`src/verilog/pwr_gate_pkg.sv`:
```
// Package for the power gating and radio pin control block.
// Assumes both ends import it; offsets are byte addresses on the register port.
package pwr_gate_pkg;
  localparam logic [8:0] PERIPH_GATE_A_OFS = 9'h064;
  localparam logic [8:0] PERIPH_GATE_B_OFS = 9'h065;
  localparam logic [8:0] SRAM_GATE_OFS     = 9'h063;
  localparam logic [8:0] RADIO_PINS_OFS    = 9'h066;
  localparam logic [8:0] SRAM1_RET_OFS     = 9'h134;
  localparam logic [8:0] SRAM0_RET_OFS     = 9'h135;
  localparam logic [8:0] SLEEP_MODE_OFS    = 9'h067;
  localparam logic [8:0] STATUS_OFS        = 9'h068;
  localparam int CONV_GATE_BIT    = 0;
  localparam int SER0_GATE_BIT    = 1;
  localparam int SYNC_GATE_BIT    = 2;
  localparam int TIMER1_GATE_BIT  = 3;
  localparam int AMP_REDUCE_BIT   = 4;
  localparam int TIMER0_GATE_BIT  = 5;
  localparam int SER1_GATE_BIT    = 0;
  localparam int TIMER3_GATE_BIT  = 3;
  localparam int TIMER4_GATE_BIT  = 4;
  localparam int TIMER5_GATE_BIT  = 5;
  localparam int RADIO_GATE_BIT   = 6;
  localparam int RADIO_RESET_BIT  = 0;
  localparam int SLEEP_TRIG_BIT   = 1;
  localparam int SUPPLY_OK_BIT    = 5;
  localparam int RET_EN_BIT       = 4;
  localparam logic [7:0] GATE_B_MASK   = 8'h7f;
  localparam logic [7:0] SRAM_MASK     = 8'h0f;
  localparam logic [7:0] RET_RW_MASK   = 8'h1f;
  localparam logic [7:0] REG_RESET     = 8'h00;
  localparam logic [3:0] RET_CAL_DEF   = 4'h0;
  localparam int SRAM_BLOCKS       = 4;
  localparam int RADIO_RST_CYCLES  = 4;
  localparam int SUPPLY_UP_CYCLES  = 8;
  typedef enum logic [2:0] {
    RADIO_IDLE   = 3'b000,
    RADIO_SLEEP  = 3'b001,
    RADIO_LOCKED = 3'b011,
    RADIO_TX     = 3'b010,
    RADIO_LISTEN = 3'b110,
    RADIO_AACK   = 3'b111,
    RADIO_ARET   = 3'b101,
    RADIO_HOLD   = 3'b100
  } radio_state_t;
endpackage

```
`src/verilog/pwr_gate_if.sv`:
```
// Interface joining the gating register end and the gated peripheral end.
// Assumes one clock and reset shared by both ends.
`timescale 1ns/1ps
`default_nettype none
interface pwr_gate_if;
  logic [7:0] gate_a;
  logic [6:0] gate_b;
  logic [3:0] sram_gate;
  logic [3:0] sram_ret_en;
  logic       deep_sleep;
  logic       mode_down_save;
  logic       trig_rise;
  logic       trig_fall;
  logic       radio_reset;
  logic       radio_reset_busy;
  logic       conv_enabled;
  logic [3:0] sram_supply_ok;
  modport ctrl (
    output gate_a, gate_b, sram_gate, sram_ret_en, deep_sleep, mode_down_save,
    output trig_rise, trig_fall, radio_reset,
    input  radio_reset_busy, conv_enabled, sram_supply_ok
  );
  modport periph (
    input  gate_a, gate_b, sram_gate, sram_ret_en, deep_sleep, mode_down_save,
    input  trig_rise, trig_fall, radio_reset,
    output radio_reset_busy, conv_enabled, sram_supply_ok
  );
endinterface
`default_nettype wire

```
`src/verilog/pwr_gate_ctrl.sv`:
```
// Register end of the power gating block: gating, retention and radio pin registers.
// Assumes a single-cycle register port with read data one cycle after the read strobe.
`timescale 1ns/1ps
`default_nettype none
module pwr_gate_ctrl
  import pwr_gate_pkg::*;
(
  input  wire logic       clk_i,
  input  wire logic       rst_b_i,
  input  wire logic [8:0] addr_i,
  input  wire logic [7:0] wdata_i,
  input  wire logic       wr_i,
  input  wire logic       rd_i,
  input  wire logic [3:0] ret_cal_i,
  output logic      [7:0] rdata_o,
  pwr_gate_if.ctrl        link
);
  // The request to the far end stands only until it answers with busy; the bit
  // that software reads stays up until busy drops again.
  typedef enum logic [1:0] {
    RST_IDLE = 2'b00,
    RST_REQ  = 2'b01,
    RST_WAIT = 2'b11
  } rst_state_t;

  logic [7:0] gate_a_q;
  logic [6:0] gate_b_q;
  logic [3:0] sram_gate_q;
  logic [4:0] ret0_q;
  logic [4:0] ret1_q;
  logic [3:0] ret_en_hi_q;
  logic [1:0] mode_q;
  logic       trig_q;
  logic       trig_prev_q;
  rst_state_t rst_st_q;
  logic       rise_q;
  logic       fall_q;
  logic       cal_load_q;
  logic [7:0] rdata_q;
  logic [7:0] rdata_d;

  // Timer, serial, converter and amplifier bits act straight from this register.
  always_ff @(posedge clk_i or negedge rst_b_i) begin
    if (!rst_b_i) begin
      gate_a_q <= REG_RESET;
    end else if (wr_i && addr_i == PERIPH_GATE_A_OFS) begin
      gate_a_q <= wdata_i;
    end
  end

  always_ff @(posedge clk_i or negedge rst_b_i) begin
    if (!rst_b_i) begin
      gate_b_q <= 7'h00;
    end else if (wr_i && addr_i == PERIPH_GATE_B_OFS) begin
      gate_b_q <= wdata_i[6:0] & GATE_B_MASK[6:0];
    end
  end

  always_ff @(posedge clk_i or negedge rst_b_i) begin
    if (!rst_b_i) begin
      sram_gate_q <= 4'h0;
    end else if (wr_i && addr_i == SRAM_GATE_OFS) begin
      sram_gate_q <= wdata_i[3:0];
    end
  end

  // Calibration bits cannot take the strap under async reset; they are caught
  // on the first clock after release.
  always_ff @(posedge clk_i or negedge rst_b_i) begin
    if (!rst_b_i) begin
      cal_load_q <= 1'b1;
      ret0_q     <= {1'b0, RET_CAL_DEF};
      ret1_q     <= {1'b0, RET_CAL_DEF};
    end else begin
      cal_load_q <= 1'b0;
      if (cal_load_q) begin
        ret0_q[3:0] <= ret_cal_i;
        ret1_q[3:0] <= ret_cal_i;
      end else if (wr_i && addr_i == SRAM0_RET_OFS) begin
        ret0_q <= wdata_i[4:0];
      end else if (wr_i && addr_i == SRAM1_RET_OFS) begin
        ret1_q <= wdata_i[4:0];
      end
    end
  end

  // Blocks 2 and 3 keep their retention enables in our sleep mode register.
  always_ff @(posedge clk_i or negedge rst_b_i) begin
    if (!rst_b_i) begin
      ret_en_hi_q <= 4'h0;
      mode_q      <= 2'b00;
    end else if (wr_i && addr_i == SLEEP_MODE_OFS) begin
      mode_q      <= wdata_i[1:0];
      ret_en_hi_q <= wdata_i[7:4];
    end
  end

  // The request drops as soon as the far end shows busy, so a held request can
  // never restart the far end's reset count; a reset bit written during a reset is ignored.
  always_ff @(posedge clk_i or negedge rst_b_i) begin
    if (!rst_b_i) begin
      rst_st_q <= RST_IDLE;
    end else begin
      case (rst_st_q)
        RST_IDLE: begin
          if (wr_i && addr_i == RADIO_PINS_OFS && wdata_i[RADIO_RESET_BIT]) begin
            rst_st_q <= RST_REQ;
          end
        end
        RST_REQ: begin
          if (link.radio_reset_busy) begin
            rst_st_q <= RST_WAIT;
          end
        end
        RST_WAIT: begin
          if (!link.radio_reset_busy) begin
            rst_st_q <= RST_IDLE;
          end
        end
        default: begin
          rst_st_q <= RST_IDLE;
        end
      endcase
    end
  end

  always_ff @(posedge clk_i or negedge rst_b_i) begin
    if (!rst_b_i) begin
      trig_q <= 1'b0;
    end else if (wr_i && addr_i == RADIO_PINS_OFS) begin
      trig_q <= wdata_i[SLEEP_TRIG_BIT];
    end
  end

  always_ff @(posedge clk_i or negedge rst_b_i) begin
    if (!rst_b_i) begin
      trig_prev_q <= 1'b0;
      rise_q      <= 1'b0;
      fall_q      <= 1'b0;
    end else begin
      trig_prev_q <= trig_q;
      rise_q      <= trig_q && !trig_prev_q;
      fall_q      <= !trig_q && trig_prev_q;
    end
  end

  always_comb begin
    rdata_d = 8'h00;
    if (addr_i == PERIPH_GATE_A_OFS) begin
      rdata_d = gate_a_q;
    end else if (addr_i == PERIPH_GATE_B_OFS) begin
      rdata_d = {1'b0, gate_b_q};
    end else if (addr_i == SRAM_GATE_OFS) begin
      rdata_d = {4'h0, sram_gate_q};
    end else if (addr_i == RADIO_PINS_OFS) begin
      rdata_d = {6'h00, trig_q, rst_st_q != RST_IDLE};
    end else if (addr_i == SRAM0_RET_OFS) begin
      rdata_d = {2'b00, link.sram_supply_ok[0], ret0_q};
    end else if (addr_i == SRAM1_RET_OFS) begin
      rdata_d = {2'b00, link.sram_supply_ok[1], ret1_q};
    end else if (addr_i == SLEEP_MODE_OFS) begin
      rdata_d = {ret_en_hi_q, 2'b00, mode_q};
    end else if (addr_i == STATUS_OFS) begin
      rdata_d = {3'b000, link.conv_enabled, link.sram_supply_ok};
    end
  end

  always_ff @(posedge clk_i or negedge rst_b_i) begin
    if (!rst_b_i) begin
      rdata_q <= 8'h00;
    end else if (rd_i) begin
      rdata_q <= rdata_d;
    end else begin
      rdata_q <= 8'h00;
    end
  end

  assign rdata_o             = rdata_q;
  assign link.gate_a         = gate_a_q;
  assign link.gate_b         = gate_b_q;
  assign link.sram_gate      = sram_gate_q;
  assign link.sram_ret_en    = {ret_en_hi_q[3:2], ret1_q[RET_EN_BIT], ret0_q[RET_EN_BIT]};
  assign link.deep_sleep     = mode_q[1];
  assign link.mode_down_save = mode_q[1];
  assign link.trig_rise      = rise_q;
  assign link.trig_fall      = fall_q;
  assign link.radio_reset    = (rst_st_q == RST_REQ);
endmodule
`default_nettype wire

```
`src/flat_wrapper.sv`:
```
// flat-port wrapper written by rule: the top's interface ports become plain ports
module pwr_gate_ctrl_flat import pwr_gate_pkg::*;
  (clk_i, rst_b_i, addr_i, wdata_i, wr_i, rd_i, ret_cal_i, rdata_o, link_gate_a, link_gate_b, link_sram_gate, link_sram_ret_en, link_deep_sleep, link_mode_down_save, link_trig_rise, link_trig_fall, link_radio_reset, link_radio_reset_busy, link_conv_enabled, link_sram_supply_ok);
  pwr_gate_if link_i ();
  input  wire logic clk_i;
  input  wire logic rst_b_i;
  input  wire logic [8:0] addr_i;
  input  wire logic [7:0] wdata_i;
  input  wire logic wr_i;
  input  wire logic rd_i;
  input  wire logic [3:0] ret_cal_i;
  output logic      [7:0] rdata_o;
  output wire logic [$bits(link_i.gate_a)-1:0] link_gate_a;
  output wire logic [$bits(link_i.gate_b)-1:0] link_gate_b;
  output wire logic [$bits(link_i.sram_gate)-1:0] link_sram_gate;
  output wire logic [$bits(link_i.sram_ret_en)-1:0] link_sram_ret_en;
  output wire logic [$bits(link_i.deep_sleep)-1:0] link_deep_sleep;
  output wire logic [$bits(link_i.mode_down_save)-1:0] link_mode_down_save;
  output wire logic [$bits(link_i.trig_rise)-1:0] link_trig_rise;
  output wire logic [$bits(link_i.trig_fall)-1:0] link_trig_fall;
  output wire logic [$bits(link_i.radio_reset)-1:0] link_radio_reset;
  input wire logic [$bits(link_i.radio_reset_busy)-1:0] link_radio_reset_busy;
  input wire logic [$bits(link_i.conv_enabled)-1:0] link_conv_enabled;
  input wire logic [$bits(link_i.sram_supply_ok)-1:0] link_sram_supply_ok;
  assign link_gate_a = link_i.gate_a;
  assign link_gate_b = link_i.gate_b;
  assign link_sram_gate = link_i.sram_gate;
  assign link_sram_ret_en = link_i.sram_ret_en;
  assign link_deep_sleep = link_i.deep_sleep;
  assign link_mode_down_save = link_i.mode_down_save;
  assign link_trig_rise = link_i.trig_rise;
  assign link_trig_fall = link_i.trig_fall;
  assign link_radio_reset = link_i.radio_reset;
  assign link_i.radio_reset_busy = link_radio_reset_busy;
  assign link_i.conv_enabled = link_conv_enabled;
  assign link_i.sram_supply_ok = link_sram_supply_ok;
  pwr_gate_ctrl u_core (.clk_i(clk_i), .rst_b_i(rst_b_i), .addr_i(addr_i), .wdata_i(wdata_i), .wr_i(wr_i), .rd_i(rd_i), .ret_cal_i(ret_cal_i), .rdata_o(rdata_o), .link(link_i));
endmodule
```
`config.mk`:
```
export PLATFORM = sky130hd
export DESIGN_NAME = pwr_gate_ctrl_flat
export DESIGN_NICKNAME = d
export VERILOG_FILES = /design/src/verilog/pwr_gate_pkg.sv /design/src/verilog/pwr_gate_if.sv /design/src/verilog/pwr_gate_ctrl.sv /design/src/flat_wrapper.sv
export SDC_FILE = /design/constraint.sdc
export NUM_CORES = 1
export LEC_CHECK = 0
export BUFFER_PORTS_ARGS = -buffer_cell sky130_fd_sc_hd__buf_2
export CAP_MARGIN = 5
export CORE_AREA = 10 10 125 70
export DETAILED_ROUTE_END_ITERATION = 7
export DIE_AREA = 0 0 135 80
export GPL_ROUTABILITY_DRIVEN = 0
export PLACE_DENSITY = 0.65
export RECOVER_POWER = 100
export SLEW_MARGIN = 20
export SYNTH_ARGS = -nofsm -noshare
export SYNTH_HDL_FRONTEND = slang
export SYNTH_SLANG_ARGS = --single-unit
```
`constraint.sdc`:
```
create_clock -name clk_i -period 2.6 [get_ports clk_i]
set_clock_uncertainty 0.1 [all_clocks]
set_input_delay 0.65 -clock clk_i [delete_from_list [all_inputs] [get_ports clk_i]]
set_output_delay 0.65 -clock clk_i [all_outputs]
set_load 0.005 [all_outputs]
```
==> impl_metrics.tcl <==
set metrics [dict create \
    status "finished, final reports clean" \
    critPathSlowestCell "mux2_1" \
    slowest_delay_ns 0.47 \
    hold_start "u_core.trig_prev_q" \
    vias 2142 \
    numCtsBuffers 5 \
    timing.fmax_mhz 435 \
    dp.cells 382 \
    period_share_pct 88.3 \
    multi_input_area_sq_um 1320 \
    ys_warn_count 0 \
    antenna_found_initial 0 \
    power_switching_uw 406 \
    io_buffers 66 \
    grt_pass1_vias 2217 \
    synthCells 237 \
    pwr_density_cell_nw_per_um2 521 \
    crit_family "simple AND/OR/NAND/NOR gates" \
    start_util_pct 42.7 \
    dr.first_iter.drc_count 145 \
    hold_class "reg2reg" \
    p_leak_nw 1.51 \
    final.fill_count 637 \
    ant_nets 0 \
    htreeDepth 2 \
    area_delta_synth_final_pct 13.9 \
    root_buffer "clkbuf_16" \
    cts_resized 0 \
    p_seq_share_pct 49.9 \
    timing.rr.end "u_core.ret0_q[4]" \
    cp.buffers_inverters 1 \
    clk_latency_ns 0.28 \
    dpl.hpwl_um 5900 \
    swShare_pct 24.5 \
    fin_tns_setup_ns 0 \
    drv_slew 0 \
    rsz0062_at_grt "false" \
    avgSynthCellArea_sq_um 11.8 \
    synth_flop_cell "dfrtp_1" \
    drt-total-wl_um 7780 \
    drc 0 \
    seqCellArea_sq_um 1250 \
    cts_num_sinks 50 \
    worst_slew_pin_slew_ns 1.20 \
    fp-row-count 21 \
    hold_viol_final 0 \
    crit_arrival_ns 2.36 \
    cp-end-kind "flip-flop" \
    clock_path_buffers 2 \
    r2r_slack_ns 1.21 \
    hold_buffers 0 \
    grt_pass1_wl_um 12400 \
    clkPwrFrac_pct 39.8 \
    path_clk_slew_ns 0.07 \
    die_h_um 80 \
    ys_ff_latch 50 \
    required_ns 2.66 \
    antenna_cells 0 \
    cts_setup_buffers 0 \
    synth_edf_count 0 \
    via_per_inst 5.49 \
    overflow 0 \
    first_pass_iters 4 \
    maxSlewHeadroom_pct 20.0 \
    pwr-share-comb_pct 10.3 \
    critPathLaunchType "input pin" \
    finalSetupViolations 0 \
    synth_nets 268 \
    min_to "u_core.link.trig_rise" \
    ys_seq_area_share_pct 44.8 \
    worst_hold_path.num_cells 1 \
    crit_chain "buf_2 > nor2b_1 > and2_2 > nand3_1 > mux2_1" \
    r2r-start "u_core.cal_load_q" \
    reg2reg_depth 2 \
    maxCapViolations 0 \
    async_reset_ff_share_pct 100 \
    cts_tree "built" \
    routedWlPerCell_um 19.9 \
    final_cells 390 \
    p_int_mw 1.25 \
    die-area_sq_um 10800 \
    critPathKind "in2reg" \
    die_x_um 135 \
    yosysUniqueCellTypes 62 \
    nets 328 \
    path_max_fanout 7 \
    ir_drop_v 0.000278 \
    core_sq_um 6540 \
    io_pins 67 \
    grt_util_all_layers_pct 14.4 \
    syn_area_sq_um 2790 \
    grt_max_degree 51 \
    period_needed_ns 2.30 \
    layout-drive-gt1-share_pct 20.5 \
]
==> flip-flops by register name, indices dropped and copies added, names as in the netlist <==
name	flops
u_core.cal_load_q	1
u_core.link.gate_a	8
u_core.link.gate_b	7
u_core.link.sram_gate	4
u_core.link.trig_fall	1
u_core.link.trig_rise	1
u_core.mode_q	2
u_core.rdata_o	8
u_core.ret0_q	5
u_core.ret1_q	5
u_core.ret_en_hi_q	4
u_core.rst_st_q	2
u_core.trig_prev_q	1
u_core.trig_q	1
==> power groups by stage <==
stage | combinational [mW] | sequential (mW) | clock, mW
final | 0.171 | 0.829 | 0.660
after global routing | 0.188 | 0.832 | 0.698
after CTS | 0.183 | 0.829 | 0.667
after detailed placement | 0.182 | 0.843 | 0
after global placement | 0.177 | 0.842 | 0
after floorplan | 0.105 | 0.833 | 0
==> worst reg2reg max path, cell delays in order (launching register included) <==
cell,delay (ns)
dfstp_2,0.75
nor2_1,0.11
mux2_1,0.32
==> cell usage in the layout (no fill, tap or decap), types with 4 or more instances in the layout <==
cell type  synthesis  final
a21oi_1            7      7
a221oi_1           4      4
buf_2              4     37
clkbuf_1           3     30
clkbuf_16          0      5
dfrtp_1           49     49
inv_1              8      8
mux2_1            16     27
mux2i_1           10     10
nand2_1            8      8
nand2b_1           4      4
nand3_1            8      9
nor2_1            13     16
nor2b_1            6      6
nor3_1             7      7
o21ai_0            4      4
==> per-layer routing <==
metal	vias up	track usage, %	wire, um
li1	1002	-	-
met1	1065	19.1	3520
met2	69	23.0	3620
met3	6	4.15	561
met4	0	2.99	81
met5	-	0	0
==> worst max path at each step <==
stage                   start                       end  slack (ns)  cells past startpoint
finish              addr_i[5]     u_core.link.gate_b[3]        0.30                      5
global route        addr_i[2]     u_core.ret_en_hi_q[0]        0.24                      5
CTS                 addr_i[5]  u_core.link.sram_gate[0]        0.55                      5
detailed placement  addr_i[5]  u_core.link.sram_gate[0]        0.28                      5
global placement    addr_i[5]  u_core.link.sram_gate[1]        0.32                      5
floorplan           addr_i[3]          u_core.ret1_q[4]        0.50                      5
==> through the flow <==
| stage | hold slack (ns) | worst slack, ns | power, mW | utilization (%) | cell area [sq um] |
|---|---|---|---|---|---|
| after floorplan | 0.254 | 0.505 | 0.938 | - | 2790 |
| after global placement | 0.299 | 0.320 | 1.02 | 48.3 | 3160 |
| after detailed placement | 0.307 | 0.277 | 1.03 | 48.3 | 3160 |
| after CTS | 0.316 | 0.551 | 1.68 | 50.5 | 3310 |
| after global routing | 0.344 | 0.244 | 1.72 | 48.7 | 3180 |
| final | 0.314 | 0.303 | 1.66 | 48.7 | 3180 |
==> cells in the mapped netlist (6+ instances only) <==
library cell	count	area share (%)
a21oi_1	7	1.3
buf_4	7	1.9
dfrtp_1	49	44
inv_1	8	1.1
mux2_1	16	6.4
mux2_4	14	7.5
mux2i_1	10	3.6
nand2_1	8	1.1
nand3_1	8	1.4
nor2_1	13	1.7
nor2b_1	6	1.3
nor3_1	7	1.3
==> final cells by class <==
type                       count  share of cell area, %
multi-input combinational    162                   41.4
timing repair buffer          70                   10.1
inverter                       8                  0.943
clock buffer                   7                   4.48
sequential                    50                   39.3
tap                           92                   3.62
clock inverter                 1                  0.157
==> logic make-up after synthesis <==
family          count (synthesis)  synth area share [%]
other cells                     1                 0.134
xor+xnor                        2                 0.627
compound gates                 41                  10.7
buf+inv                        25                  5.06
simple gates                   78                  21.0
flops                          50                  44.8
mux                            40                  17.6
(Power assumes the default switching activity.)
